<file path="config.mk">
export PLATFORM = sky130hd
export DESIGN_NAME = ats_axis
export DESIGN_NICKNAME = d
export VERILOG_FILES = /design/src/rtl/ats_pkg.sv /design/src/rtl/ats_ramp.sv /design/src/rtl/ats_axis.sv
export VERILOG_INCLUDE_DIRS = /design/src /design/src/rtl
export SDC_FILE = /design/constraint.sdc
export NUM_CORES = 1
export LEC_CHECK = 0
export BUFFER_PORTS_ARGS = -buffer_cell sky130_fd_sc_hd__buf_4
export CAP_MARGIN = 20
export CORE_MARGIN = 2
export CORE_UTILIZATION = 56
export DETAILED_ROUTE_END_ITERATION = 6
export PLACE_DENSITY = 0.82
export SLEW_MARGIN = 30
export SYNTH_ARGS = -nofsm -noshare
export SYNTH_HDL_FRONTEND = slang
export SYNTH_SLANG_ARGS = --single-unit
</file>
<file path="constraint.sdc">
create_clock -name pclk -period 14.9 [get_ports pclk]
set_clock_uncertainty 0.2 [all_clocks]
set_input_delay 2.235 -clock pclk [delete_from_list [all_inputs] [get_ports pclk]]
set_output_delay 2.235 -clock pclk [all_outputs]
set_load 0.005 [all_outputs]
</file>
<file path="src/rtl/ats_consts.svh">
// constants of the axis target and speed override block
// assumes inclusion by bare name from the rtl files
`ifndef ATS_CONSTS_SVH
`define ATS_CONSTS_SVH
// -----------------------------------------------------------
// register byte addresses
// -----------------------------------------------------------
`define ATS_A_OPSPD 8'h00
`define ATS_A_INSPD 8'h04
`define ATS_A_ACCR 8'h08
`define ATS_A_DECR 8'h0c
`define ATS_A_ACCS 8'h10
`define ATS_A_DECS 8'h14
`define ATS_A_FEED 8'h18
`define ATS_A_MODE 8'h1c
`define ATS_A_ENV1 8'h20
`define ATS_A_CMD 8'h24
`define ATS_A_STS 8'h28
`define ATS_A_POS 8'h2c
`define ATS_A_RDP 8'h30
// -----------------------------------------------------------
// field positions
// -----------------------------------------------------------
`define ATS_MODE_SCURVE 0
`define ATS_MODE_RDP_MAN 1
`define ATS_MODE_INP_WAIT 2
`define ATS_MODE_DELAYED 14
`define ATS_ENV1_CS_POL 24
`define ATS_STS_CS 8
`define ATS_STS_RUN 9
`define ATS_STS_END 10
// -----------------------------------------------------------
// command codes, condition codes, reset values
// -----------------------------------------------------------
`define ATS_CMD_START_LO 8'h01
`define ATS_CMD_START_HI 8'h02
`define ATS_CMD_STOP 8'h03
`define ATS_CMD_DEC_STOP 8'h04
`define ATS_CMD_CNT_START 8'h05
`define ATS_CND_IDLE 4'h0
`define ATS_CND_WAIT_INP 4'h5
`define ATS_CND_BACKLASH 4'h7
`define ATS_CND_LOW 4'ha
`define ATS_CND_ACCEL 4'hb
`define ATS_CND_HIGH 4'hc
`define ATS_CND_DECEL 4'hd
`define ATS_RST_REG 32'h0000_0000
`define ATS_RST_PINS 6'h3f
`endif

</file>
<file path="src/rtl/ats_pkg.sv">
// types shared by the axis override block files
// assumes nothing beyond a SystemVerilog compiler
package ats_pkg;
    // top-level motion state
    typedef enum logic [1:0] {
        ats_st_idle,
        ats_st_run,
        ats_st_wait
    } ats_state_t;
    // speed ramp settings handed to the ramp engine
    typedef struct packed {
        logic [15:0] floor;
        logic [15:0] target;
        logic [15:0] rate_up;
        logic [15:0] rate_dn;
        logic [15:0] srange_up;
        logic [15:0] srange_dn;
        logic scurve;
    } ats_ramp_cfg_t;
    // driver-facing pins, all active low except dir
    typedef struct packed {
        logic pulse_n;
        logic dir;
        logic busy_n;
        logic up_n;
        logic dn_n;
        logic const_n;
    } ats_drv_t;
endpackage

</file>
<file path="src/rtl/ats_ramp.sv">
// speed ramp engine: steps the speed toward a target
// assumes one clock, settings that may change at any cycle
`timescale 1ns/10ps
module ats_ramp (
    // clock, reset, enable
    input wire logic pclk,
    input wire logic presetn,
    input wire logic ce,
    // control
    input wire logic load,
    input wire ats_pkg::ats_ramp_cfg_t cfg,
    // speed state
    output logic [15:0] speed,
    output logic rising,
    output logic falling
);
    // -------------------------------------------------------
    // step decisions, all from live settings
    // -------------------------------------------------------
    logic [15:0] div; // interval counter
    logic half; // second half of a slow curve interval
    wire up_w = speed < cfg.target;
    wire dn_w = speed > cfg.target;
    wire [15:0] rate = up_w ? cfg.rate_up : cfg.rate_dn;
    wire [15:0] srng = up_w ? cfg.srange_up : cfg.srange_dn;
    wire [15:0] to_go = up_w ? cfg.target - speed
                             : speed - cfg.target;
    wire [15:0] from_base = speed - cfg.floor;
    // curve ends run at half slope, giving the S shape
    wire in_curve = cfg.scurve &
        ((to_go <= srng) | (from_base <= srng));
    wire expire = div >= rate;
    wire step = expire & (~in_curve | half);
    assign rising = up_w;
    assign falling = dn_w;
    // speed and interval counter
    always_ff @(posedge pclk or negedge presetn) begin
        if (!presetn) begin
            speed <= 16'h0000;
            div <= 16'h0000;
            half <= 1'b0;
        end else if (ce) begin
            if (load) begin // move start at the base speed
                speed <= cfg.floor;
                div <= 16'h0000;
                half <= 1'b0;
            end else if (up_w | dn_w) begin
                div <= expire ? 16'h0000 : div + 16'h0001;
                if (expire)
                    half <= in_curve & ~half;
                if (step)
                    speed <= up_w ? speed + 16'h0001
                                  : speed - 16'h0001;
            end else begin // on target: ramp is done
                div <= 16'h0000;
                half <= 1'b0;
            end
        end
    end
endmodule // ats_ramp

</file>
<file path="src/rtl/ats_axis.sv">
// one pulse-train axis with on-the-fly speed and target
// override, delayed counting, APB register access
// assumes APB master on pclk; driver pins synchronous
`timescale 1ns/10ps
`include "ats_consts.svh"
module ats_axis (
    // clock, reset, enable
    input wire logic pclk,
    input wire logic presetn,
    input wire logic ce,
    // apb slave
    input wire logic psel,
    input wire logic penable,
    input wire logic pwrite,
    input wire logic [7:0] paddr,
    input wire logic [31:0] pwdata,
    output logic [31:0] prdata,
    output logic pready,
    output logic pslverr,
    // machine inputs
    input wire logic in_position_input,
    input wire logic count_start_input,
    // driver pins
    output ats_pkg::ats_drv_t drv
);
    // -------------------------------------------------------
    // software registers
    // -------------------------------------------------------
    logic [15:0] operating_speed_reg;
    logic [15:0] initial_speed_reg;
    logic [15:0] accel_rate_reg;
    logic [15:0] decel_rate_reg;
    logic [15:0] accel_scurve_range;
    logic [15:0] decel_scurve_range;
    logic [27:0] feed_amount_reg; // signed travel
    logic [15:0] mode_reg;
    logic [31:0] environment_config_one;
    logic [23:0] ramp_down_reg; // manual ramp-down point
    // -------------------------------------------------------
    // motion state
    // -------------------------------------------------------
    ats_pkg::ats_state_t state;
    ats_pkg::ats_state_t next_state;
    logic [28:0] travelled; // signed, from move start
    logic [23:0] phase; // pulse rate accumulator
    logic [23:0] accel_pulses; // pulses spent accelerating
    logic [15:0] hold_spd; // old target kept during S accel
    logic dir_pos; // travelling positive
    logic hs_mode; // started at high speed
    logic reversing; // braking to turn round
    logic counting; // feed count running
    logic stop_req; // decelerate-and-stop pending
    logic end_flag; // operation ended
    logic hold_active;
    logic ramp_load;
    logic [15:0] speed;
    logic rising;
    logic falling;
    // -------------------------------------------------------
    // apb decode
    // -------------------------------------------------------
    wire acc = psel & penable & pready;
    wire wr_en = acc & pwrite;
    wire sel_op = paddr == `ATS_A_OPSPD;
    wire sel_in = paddr == `ATS_A_INSPD;
    wire sel_ar = paddr == `ATS_A_ACCR;
    wire sel_dr = paddr == `ATS_A_DECR;
    wire sel_as = paddr == `ATS_A_ACCS;
    wire sel_ds = paddr == `ATS_A_DECS;
    wire sel_fd = paddr == `ATS_A_FEED;
    wire sel_md = paddr == `ATS_A_MODE;
    wire sel_e1 = paddr == `ATS_A_ENV1;
    wire sel_cm = paddr == `ATS_A_CMD;
    wire sel_st = paddr == `ATS_A_STS;
    wire sel_ps = paddr == `ATS_A_POS;
    wire sel_rd = paddr == `ATS_A_RDP;
    wire mapped = sel_op | sel_in | sel_ar | sel_dr | sel_as |
        sel_ds | sel_fd | sel_md | sel_e1 | sel_cm | sel_st |
        sel_ps | sel_rd;
    wire cmd_w = wr_en & sel_cm;
    wire cmd_lo = cmd_w & (pwdata[7:0] == `ATS_CMD_START_LO);
    wire cmd_hi = cmd_w & (pwdata[7:0] == `ATS_CMD_START_HI);
    wire cmd_stop = cmd_w & (pwdata[7:0] == `ATS_CMD_STOP);
    wire cmd_dstp = cmd_w & (pwdata[7:0] == `ATS_CMD_DEC_STOP);
    wire cmd_cs = cmd_w & (pwdata[7:0] == `ATS_CMD_CNT_START);
    // -------------------------------------------------------
    // motion decode
    // -------------------------------------------------------
    wire running = state != ats_pkg::ats_st_run ?
        state == ats_pkg::ats_st_wait : 1'b1;
    wire in_run = state == ats_pkg::ats_st_run;
    wire go = (cmd_lo | cmd_hi) & (state == ats_pkg::ats_st_idle);
    // polarity select of the count-start input
    wire cs_active = environment_config_one[`ATS_ENV1_CS_POL] ?
        count_start_input : ~count_start_input;
    wire [28:0] remaining = {feed_amount_reg[27], feed_amount_reg}
        - travelled;
    wire [28:0] rem_abs = remaining[28] ? 29'h0 - remaining
                                        : remaining;
    wire arrive = in_run & counting & (remaining == 29'h0);
    // overshot or target now behind the travel direction
    wire wrong_way = in_run & counting & ~arrive &
        (dir_pos == remaining[28]);
    wire [23:0] down_pts = mode_reg[`ATS_MODE_RDP_MAN] ?
        ramp_down_reg : accel_pulses;
    // inside the ramp-down zone; leaving it re-accelerates
    wire near_end = hs_mode & counting &
        (rem_abs <= {5'h00, down_pts});
    wire at_floor = speed <= initial_speed_reg;
    wire [15:0] eff_op = hold_active ? hold_spd
                                     : operating_speed_reg;
    // low-speed starts never leave the base speed
    wire brake = ~hs_mode | reversing | near_end | stop_req;
    wire [15:0] ramp_target = brake ? initial_speed_reg : eff_op;
    // whole bundle in one assignment, in the field order of the struct
    ats_pkg::ats_ramp_cfg_t cfg;
    assign cfg = {initial_speed_reg, ramp_target,
        accel_rate_reg, decel_rate_reg, accel_scurve_range,
        decel_scurve_range, mode_reg[`ATS_MODE_SCURVE]};
    wire [24:0] phase_sum = {1'b0, phase} + {9'h000, speed};
    wire pulse = in_run & ~arrive & phase_sum[24];
    // condition code as software sees it
    wire [3:0] cond = state == ats_pkg::ats_st_wait ?
        `ATS_CND_WAIT_INP : ~in_run ? `ATS_CND_IDLE :
        rising ? `ATS_CND_ACCEL : falling ? `ATS_CND_DECEL :
        (hs_mode & ~at_floor) ? `ATS_CND_HIGH : `ATS_CND_LOW;
    // feed rewrite gate; wait codes are absent from the set
    wire rewrite_ok = running & ((cond == `ATS_CND_BACKLASH) |
        (cond == `ATS_CND_LOW) | (cond == `ATS_CND_ACCEL) |
        (cond == `ATS_CND_HIGH) | (cond == `ATS_CND_DECEL));
    wire feed_wr = wr_en & sel_fd &
        (~running | rewrite_ok);
    // higher speed during S accel: keep old target first
    wire hold_set = wr_en & sel_op & in_run & cfg.scurve &
        rising & ~hold_active &
        (pwdata[15:0] > operating_speed_reg);
    wire end_run = cmd_stop | arrive | (stop_req & at_floor);
    wire [15:0] sts = {5'h00, end_flag, running, cs_active,
        4'h0, cond};
    wire [31:0] rd_mux =
        sel_op ? {16'h0000, operating_speed_reg} :
        sel_in ? {16'h0000, initial_speed_reg} :
        sel_ar ? {16'h0000, accel_rate_reg} :
        sel_dr ? {16'h0000, decel_rate_reg} :
        sel_as ? {16'h0000, accel_scurve_range} :
        sel_ds ? {16'h0000, decel_scurve_range} :
        sel_fd ? {4'h0, feed_amount_reg} :
        sel_md ? {16'h0000, mode_reg} :
        sel_e1 ? environment_config_one :
        sel_st ? {16'h0000, sts} :
        sel_ps ? {{3{travelled[28]}}, travelled} :
        sel_rd ? {8'h00, ramp_down_reg} : `ATS_RST_REG;
    assign next_state =
        (state == ats_pkg::ats_st_idle) ?
            (go ? ats_pkg::ats_st_run : ats_pkg::ats_st_idle) :
        (state == ats_pkg::ats_st_run) ? (~end_run ? state :
            (mode_reg[`ATS_MODE_INP_WAIT] & ~cmd_stop) ?
            ats_pkg::ats_st_wait : ats_pkg::ats_st_idle) :
        (in_position_input | cmd_stop) ? ats_pkg::ats_st_idle :
            state;
    // -------------------------------------------------------
    // ramp engine
    // -------------------------------------------------------
    ats_ramp u_ramp (
        .pclk(pclk),
        .presetn(presetn),
        .ce(ce),
        .load(ramp_load),
        .cfg(cfg),
        .speed(speed),
        .rising(rising),
        .falling(falling)
    );
    // -------------------------------------------------------
    // apb response, zero wait states
    // -------------------------------------------------------
    always_ff @(posedge pclk or negedge presetn) begin
        if (!presetn) begin
            pready <= 1'b0;
            prdata <= `ATS_RST_REG;
            pslverr <= 1'b0;
        end else if (ce) begin
            pready <= psel & ~penable & ~pready;
            prdata <= (psel & ~penable & ~pwrite) ? rd_mux : prdata;
            pslverr <= psel & ~penable & ~mapped;
        end
    end
    // setting registers, taken at once while moving
    always_ff @(posedge pclk or negedge presetn) begin
        if (!presetn) begin
            operating_speed_reg <= 16'(`ATS_RST_REG);
            initial_speed_reg <= 16'(`ATS_RST_REG);
            accel_rate_reg <= 16'(`ATS_RST_REG);
            decel_rate_reg <= 16'(`ATS_RST_REG);
            accel_scurve_range <= 16'(`ATS_RST_REG);
            decel_scurve_range <= 16'(`ATS_RST_REG);
            mode_reg <= 16'(`ATS_RST_REG);
            environment_config_one <= `ATS_RST_REG;
            ramp_down_reg <= 24'(`ATS_RST_REG);
        end else if (ce & wr_en) begin
            if (sel_op) operating_speed_reg <= pwdata[15:0];
            if (sel_in) initial_speed_reg <= pwdata[15:0];
            if (sel_ar) accel_rate_reg <= pwdata[15:0];
            if (sel_dr) decel_rate_reg <= pwdata[15:0];
            if (sel_as) accel_scurve_range <= pwdata[15:0];
            if (sel_ds) decel_scurve_range <= pwdata[15:0];
            if (sel_md) mode_reg <= pwdata[15:0];
            if (sel_e1) environment_config_one <= pwdata;
            if (sel_rd) ramp_down_reg <= pwdata[23:0];
        end
    end
    // feed amount, guarded while moving
    always_ff @(posedge pclk or negedge presetn) begin
        if (!presetn)
            feed_amount_reg <= 28'(`ATS_RST_REG);
        else if (ce & feed_wr)
            feed_amount_reg <= pwdata[27:0];
    end
    // state, move setup and end flag
    always_ff @(posedge pclk or negedge presetn) begin
        if (!presetn) begin
            state <= ats_pkg::ats_st_idle;
            hs_mode <= 1'b0;
            ramp_load <= 1'b0;
            end_flag <= 1'b0;
            stop_req <= 1'b0;
        end else if (ce) begin
            state <= next_state;
            ramp_load <= go;
            if (go) hs_mode <= cmd_hi;
            // end wins over the start clear
            end_flag <= (running & (next_state ==
                ats_pkg::ats_st_idle)) | (end_flag & ~go);
            stop_req <= running & ~go & (stop_req | cmd_dstp);
        end
    end
    // delayed count gate
    always_ff @(posedge pclk or negedge presetn) begin
        if (!presetn)
            counting <= 1'b0;
        else if (ce) begin
            if (go)
                counting <= ~mode_reg[`ATS_MODE_DELAYED];
            else if (in_run & (cs_active | cmd_cs))
                counting <= 1'b1;
        end
    end
    // pulse accumulator and travelled distance
    always_ff @(posedge pclk or negedge presetn) begin
        if (!presetn) begin
            phase <= 24'(`ATS_RST_REG);
            travelled <= 29'(`ATS_RST_REG);
        end else if (ce) begin
            phase <= in_run ? phase_sum[23:0] : 24'h000000;
            if (go)
                travelled <= 29'h0;
            else if (pulse & counting)
                travelled <= dir_pos ? travelled + 29'h1
                                     : travelled - 29'h1;
        end
    end
    // direction and turn-round
    always_ff @(posedge pclk or negedge presetn) begin
        if (!presetn) begin
            dir_pos <= 1'b0;
            reversing <= 1'b0;
        end else if (ce) begin
            if (go) begin
                dir_pos <= ~feed_amount_reg[27];
                reversing <= 1'b0;
            end else if ((reversing | wrong_way) & at_floor) begin
                dir_pos <= ~dir_pos;
                reversing <= 1'b0;
            end else if (wrong_way)
                reversing <= 1'b1;
        end
    end
    // ramp-down distance learned while accelerating
    always_ff @(posedge pclk or negedge presetn) begin
        if (!presetn)
            accel_pulses <= 24'(`ATS_RST_REG);
        else if (ce) begin
            if (go)
                accel_pulses <= 24'h000000;
            else if (pulse & rising & hs_mode &
                     (accel_pulses != 24'hffffff))
                accel_pulses <= accel_pulses + 24'h000001;
        end
    end
    // held target for a raised speed during S accel
    always_ff @(posedge pclk or negedge presetn) begin
        if (!presetn) begin
            hold_active <= 1'b0;
            hold_spd <= 16'(`ATS_RST_REG);
        end else if (ce) begin
            if (hold_set) begin
                hold_active <= 1'b1;
                hold_spd <= operating_speed_reg;
            end else if (~in_run | (speed >= hold_spd))
                hold_active <= 1'b0;
        end
    end
    // driver pins, all high in reset; while idle all high except dir, which keeps the last direction or, after a stop mid turn-round, flips at base speed
    always_ff @(posedge pclk or negedge presetn) begin
        if (!presetn)
            drv <= ats_pkg::ats_drv_t'(`ATS_RST_PINS);
        else if (ce) begin
            drv.pulse_n <= ~pulse;
            drv.dir <= ~dir_pos;
            drv.busy_n <= ~running;
            drv.up_n <= ~(in_run & rising);
            drv.dn_n <= ~(in_run & falling);
            drv.const_n <= ~(in_run & ~rising & ~falling);
        end
    end
endmodule // ats_axis

</file>
## Yosys cells after proc, flatten, opt, wreduce, memory -nomap -nowiden

Cells that the tools add are included.

- Bits in registers: 372
- Input bits: 48
- Output and inout bits: 40
- Word-level logic and storage cells: 282

- $add $sub $neg: 12
- Magnitude comparators: 9
- Equal/unequal tests: 28
- Muxes and demuxes: 57
- Bitwise operators: 109
- Reduce and logical (&&, ||, !) cells: 32

Operator list:

| kind | count |
|---|---|
| $mux 32 | 11 |
| $mux 16 | 12 |
| $mux 24 | 5 |
| $mux 29 | 4 |
| $and 1x1->1 | 53 |
| $le 16x16->1 | 3 |
| $sub 16x16->16 | 3 |
| $eq 8x6->1 const B | 5 |
| $reduce_and 2->1 | 19 |
| $add 16x1->16 const B | 2 |
| $eq 8x5->1 const B | 4 |
| $ge 16x16->1 | 2 |
| $gt 16x16->1 | 2 |
| $or 1x1->1 | 32 |
| $add 29x1->29 const B | 1 |
| $le 29x24->1 | 1 |
| $logic_not 29->1 | 1 |
| $sub 1x29->29 const A | 1 |
| $sub 29x1->29 const B | 1 |
| $sub 29x29->29 | 1 |
| $add 24x16->25 | 1 |
| $add 24x1->24 const B | 1 |
| $eq 8x3->1 const B | 3 |
| $ne 24x24->1 const B | 1 |
| 22 further kinds | 78 |

## Depth between registers and ports, before layout

- Depth in word-level cells: 23
- Gate-level depth with buffers: 53
- Depth with buffers taken out: 49

## Cells and area by module

A second synthesis with hierarchy kept.

- Cells, all modules: 2905
- Area total of the unflattened synthesis: 27471.3 um^2

Modules (own cells, without submodules):

| module | instances | cells an instance | area an instance (um^2) | sequential area each (um^2) |
|---|---|---|---|---|
| ats_axis | 1 | 2161 | 21573.2 | 8490.6 |
| ats_ramp | 1 | 744 | 5898.2 | 825.8 |

## Least setup slack after synthesis

No wires, ideal clock.

- Kind: register to register
- Start point: register travelled[0]
- End point: register u_ramp.speed[3]
- Setup time: 126 ps
- Arrival time: 10476 ps
- Data required time: 14574 ps
- Path slack: 4098 ps
- Cell stages (with the launch flop): 48
- Buffers on the path: 4
- Period minus slack after synthesis: 10802 ps
- Cell sequence: dfrtp_1 -> ha_1 -> fa_1 -> nand2b_1 -> a211oi_2 -> o311ai_1 -> nand3_1 -> a41oi_1 -> xnor2_1 -> clkbuf_1 -> o21ai_0 -> xnor2_1 -> ha_1 -> a2111o_1 -> a2111oi_0 -> a32oi_1 -> o21ai_0 -> o2111a_1 -> (+12 left out) -> a211oi_1 -> nor4b_1 -> o31a_1 -> o21ai_0 -> xor2_1 -> ha_1 -> nand4_1 -> or4_1 -> nor2_1 -> a31oi_1 -> mux2i_1 -> a221oi_1 -> a21oi_1 -> o311a_1 -> nand2b_4 -> buf_2 -> nor2_1 -> a221o_1

- Word-level cells in the longest chain between the ends: 18
- Elaborated cells between the ends (all ways): 31
- Those cells by class: add/sub (4); order compare (6); mux (9); bitwise (9); reduce/logical (3)

Ends and longest elaborated chain:

| element | RTL line | text |
|---|---|---|
| start: declaration | ats_axis.sv:44 | `logic [28:0] travelled;` |
| start signal: assignment | ats_axis.sv:252 | `` travelled <= 29'(`ATS_RST_REG); `` |
| start signal: assignment | ats_axis.sv:258 | `travelled <= dir_pos ? travelled + 29'h1` |
| $sub 29x29->29 (*) | ats_axis.sv:97 | `- travelled;` |
| $sub 1x29->29 | ats_axis.sv:98 | `wire [28:0] rem_abs = remaining[28] ? 29'h0 - remaining` |
| $mux 29 (*) | ats_axis.sv:98 |  |
| $le 29x24->1 (*) | ats_axis.sv:108 | `(rem_abs <= {5'h00, down_pts});` |
| $and 1x1->1 (*) | ats_axis.sv:107 | `wire near_end = hs_mode & counting &` |
| $or 1x1->1 (*) (2 in series) | ats_axis.sv:113 | `wire brake = ~hs_mode \| reversing \| near_end \| stop_req;` |
| $mux 16 (*) | ats_axis.sv:114 | `wire [15:0] ramp_target = brake ? initial_speed_reg : eff_op;` |
| $sub 16x16->16 (tied with other cells) | ats_ramp.sv:27 | `: speed - cfg.target;` |
| $mux 16 (on tied branches) | ats_ramp.sv:26, ats_ramp.sv:25 |  |
| $le 16x16->1 | ats_ramp.sv:31 | `((to_go <= srng) \| (from_base <= srng));` |
| $or 1x1->1 | ats_ramp.sv:31 |  |
| $and 1x1->1 | ats_ramp.sv:30 | `wire in_curve = cfg.scurve &` |
| $not 1->1 | ats_ramp.sv:33 | `wire step = expire & (~in_curve \| half);` |
| $or 1x1->1 | ats_ramp.sv:33 |  |
| $and 1x1->1 | ats_ramp.sv:33 |  |
| $reduce_bool 2->1 (no source line) | - |  |
| $reduce_and 3->1 (no source line) | - |  |
| end signal: assignment | ats_ramp.sv:44 | `speed <= cfg.floor;` |
| end signal: assignment | ats_ramp.sv:52 | `speed <= up_w ? speed + 16'h0001` |
| end: declaration | ats_ramp.sv:13 | `output logic [15:0] speed,` |

Every way passes the cells marked *; elsewhere a longest branch is shown, timed or not. The select of a mux whose other input is x is not followed.
A chain may end at the register's enable or synchronous reset.

## Worst setup path after layout

- Start point: register travelled[0]
- End point: register u_ramp.speed[9]

The elaborated chain is that of the path after synthesis.

==> metrics <==
critical path arrival=13.28 ns; CP Class=reg -> reg; final worst-path cycle share=87.5%; Max Fclk=76.7 MHz; Top Layer Used=met5; Initial DRT Pass Iterations=7; die area=0.0495 sq mm; Period minus WS final=13.04 ns; Crit path largest cell delay=0.75 ns; Worst R2R Path Depth=47; Most used DFF post-synth=dfrtp_1; crit path to=u_ramp.speed[9]$_DFFE_PN0P_; reg2reg end=u_ramp.speed[9]$_DFFE_PN0P_; # diodes=0; Starting Density=56.4%; Port Buf Inserts=87; clock root buffer=clkbuf_16; First DRT Iteration DRCs=2,333; post-CTS sizing=0; Core ar.=0.0474 sq mm; met2 wire len=40.3 mm; worst r2r src=travelled[0]$_DFFE_PN0P_; clock sinks=372; final hold slack=0.285 ns; startpoint of the worst setup timing path=travelled[0]$_DFFE_PN0P_; ys async rst share=100%; placed inst area=0.0280 sq mm; antenna violations before repair=1; Final Hold Vio Count=0; CTS Buf Count=44; Power Density=146 mW/mm^2; Largest regs=environment_config_one x32, prdata x32, travelled x29; Die H=223 microns; CTS clk-pin slew, worst paths=0.06 ns; final worst slack=1.86 ns; largest net degree at the start of global routing=85; unrepaired setup endpoints after global routing=no; H-Tree Depth=2; Rows=80; routed wl met3=6.41 mm; detailed placement HPWL=63.9 mm; Req. time, crit path=15.14 ns; CTS max path bufs=3; grt ovf=0; failing checks=DRC; DRC errors left=8; insertion delay of the later-clocked pin in the worst-skew pair=0.60 ns; max cap viols=0; Metal-1 WL=32.8 mm; Area growth, synth to finish=10.5%; #FFs+latches synth=372; CTS Hold Bufs=0; worst-path fanout max=31; final instance area=0.0295 sq mm; Nets=3,181; Fillers=3,914; Mapped Nets=3,127; gpl congestion=1.01; post-synthesis cell area=0.0267 sq mm; Max VDD drop=0.0920 mV; LEAKAGE=0.0138 uW; Crit. End Element=flop; Synth area leader=dfrtp_1; Post CTS Setup Buffer Count=0; synth top area cells=dfrtp_1 34%, ha_1 11%, mux2_2 8.9%, mux2i_1 3.3%, a21oi_1 3.3%; via count=23,510; Yosys cell types=96; CP most frequent cell=ha_1; status=complete, but fails checks; Setup violations, final=0; Die Wd=223 microns; Total GRT Usage=34.8%; Synth Area per Inst=9.44 sq um; slowest CP cell=a2111oi_0; CTS tree=built; vias in the first global route=23,490; Seq/Total Area, Yosys=34.8%; Final Max Slew Viols=0; Commonest cells post-synth=366 x dfrtp_1, 240 x ha_1, 223 x nand2_1; Slew @ Worst Pin=1.03 ns; layout cells sized above 1=15.7%; area share of the largest cell type after synthesis=34.3%; startpoint type of the worst setup path=flop; setup TNS=0 ns; r2r setup slk=1.86 ns; Syn. warnings=0; Hold Path Class=reg -> reg; relative slew slack=31.3%; most common cell in the netlist=dfrtp_1; post-route ant nets=0; Post-Syn Instances=2,832; DP Worst Slack=2.17 ns; total wire length=86.8 mm; first-pass GRT wire length=134 mm; wire per inst=24.5 microns; vias per cell=6.65; count of flip-flops with a built-in enable after synthesis=0; I/O pins=88
metrics by stage:
stage / cells / util, % / power, uW
after global routing: 3536 / 62.3 / 4580
after floorplan: 2832 / - / 2630
after CTS: 3536 / 62.3 / 4290
after detailed placement: 3455 / 59.1 / 3140
after global placement: 3454 / 59.0 / 3060
final: 3536 / 62.3 / 4320
power by group:
group / internal, uW / leakage, uW / total [uW] / switching, uW
sequential: 1080 / 0.00495 / 1190 / 110
combinational: 854 / 0.00808 / 1980 / 1130
clock: 673 / 0.000733 / 1140 / 472
how the worst min path moves through the flow:
| stage | start | to | slack [ns] | depth (start not counted) |
|---|---|---|---|---|
| finish | environment_config_one[0]$_DFFE_PN0P_ | environment_config_one[0]$_DFFE_PN0P_ | 0.28 | 2 |
| global route | drv[2]$_DFFE_PN1P_ | drv[2]$_DFFE_PN1P_ | 0.30 | 2 |
| CTS | environment_config_one[0]$_DFFE_PN0P_ | environment_config_one[0]$_DFFE_PN0P_ | 0.28 | 2 |
| detailed placement | environment_config_one[0]$_DFFE_PN0P_ | environment_config_one[0]$_DFFE_PN0P_ | 0.27 | 2 |
| global placement | environment_config_one[0]$_DFFE_PN0P_ | environment_config_one[0]$_DFFE_PN0P_ | 0.27 | 2 |
| floorplan | mode_reg[14]$_DFFE_PN0P_ | counting$_DFFE_PN0P_ | 0.23 | 1 |
placed cells by master (no fill, tap or decap), types with 71 or more instances in the layout:
cell / instances
ha_1: 240
nor2_1: 181
nand3_1: 87
xnor2_1: 71
buf_4: 119
o21ai_0: 159
dfrtp_1: 366
inv_1: 157
nand2_1: 223
mux2i_1: 88
mux2_2: 212
a21oi_1: 175
critical path: cells and delay by family (launching register included):
family,cells,cell delay (ns)
compound gates,22,5.29
xor+xnor,3,0.48
fa+ha+maj,5,1.68
buf+inv,2,0.76
flops,1,0.45
mux,3,0.99
simple gates,12,2.97
layout make-up:
type	instances	area (sq um)	share of cell area (%)
multi-input combinational	2187	16400	55.5
sequential	372	9320	31.5
clock buffer	63	1280	4.34
timing repair buffer	123	958	3.24
tap	615	769	2.60
inverter	158	593	2.01
clock inverter	18	236	0.800
metal layers:
layer | vias up | track usage [%]
met5 | - | 0
met4 | 2 | 25.0
met3 | 353 | 6.04
met2 | 1113 | 56.9
met1 | 11506 | 41.5
li1 | 10536 | -
kinds of logic after synthesis:
logic type | count (synthesis) | share of synthesized area [%]
XOR/XNOR | 134 | 4.39
AO/OA/AOI/OAI | 762 | 18.9
buffers and inverters | 273 | 4.09
AND/OR/NAND/NOR | 735 | 13.3
adder cells (fa/ha/maj) | 248 | 11.8
flip-flops | 372 | 34.8
multiplexers | 308 | 12.6
Note: power is estimated with default switching activity, not from simulation.
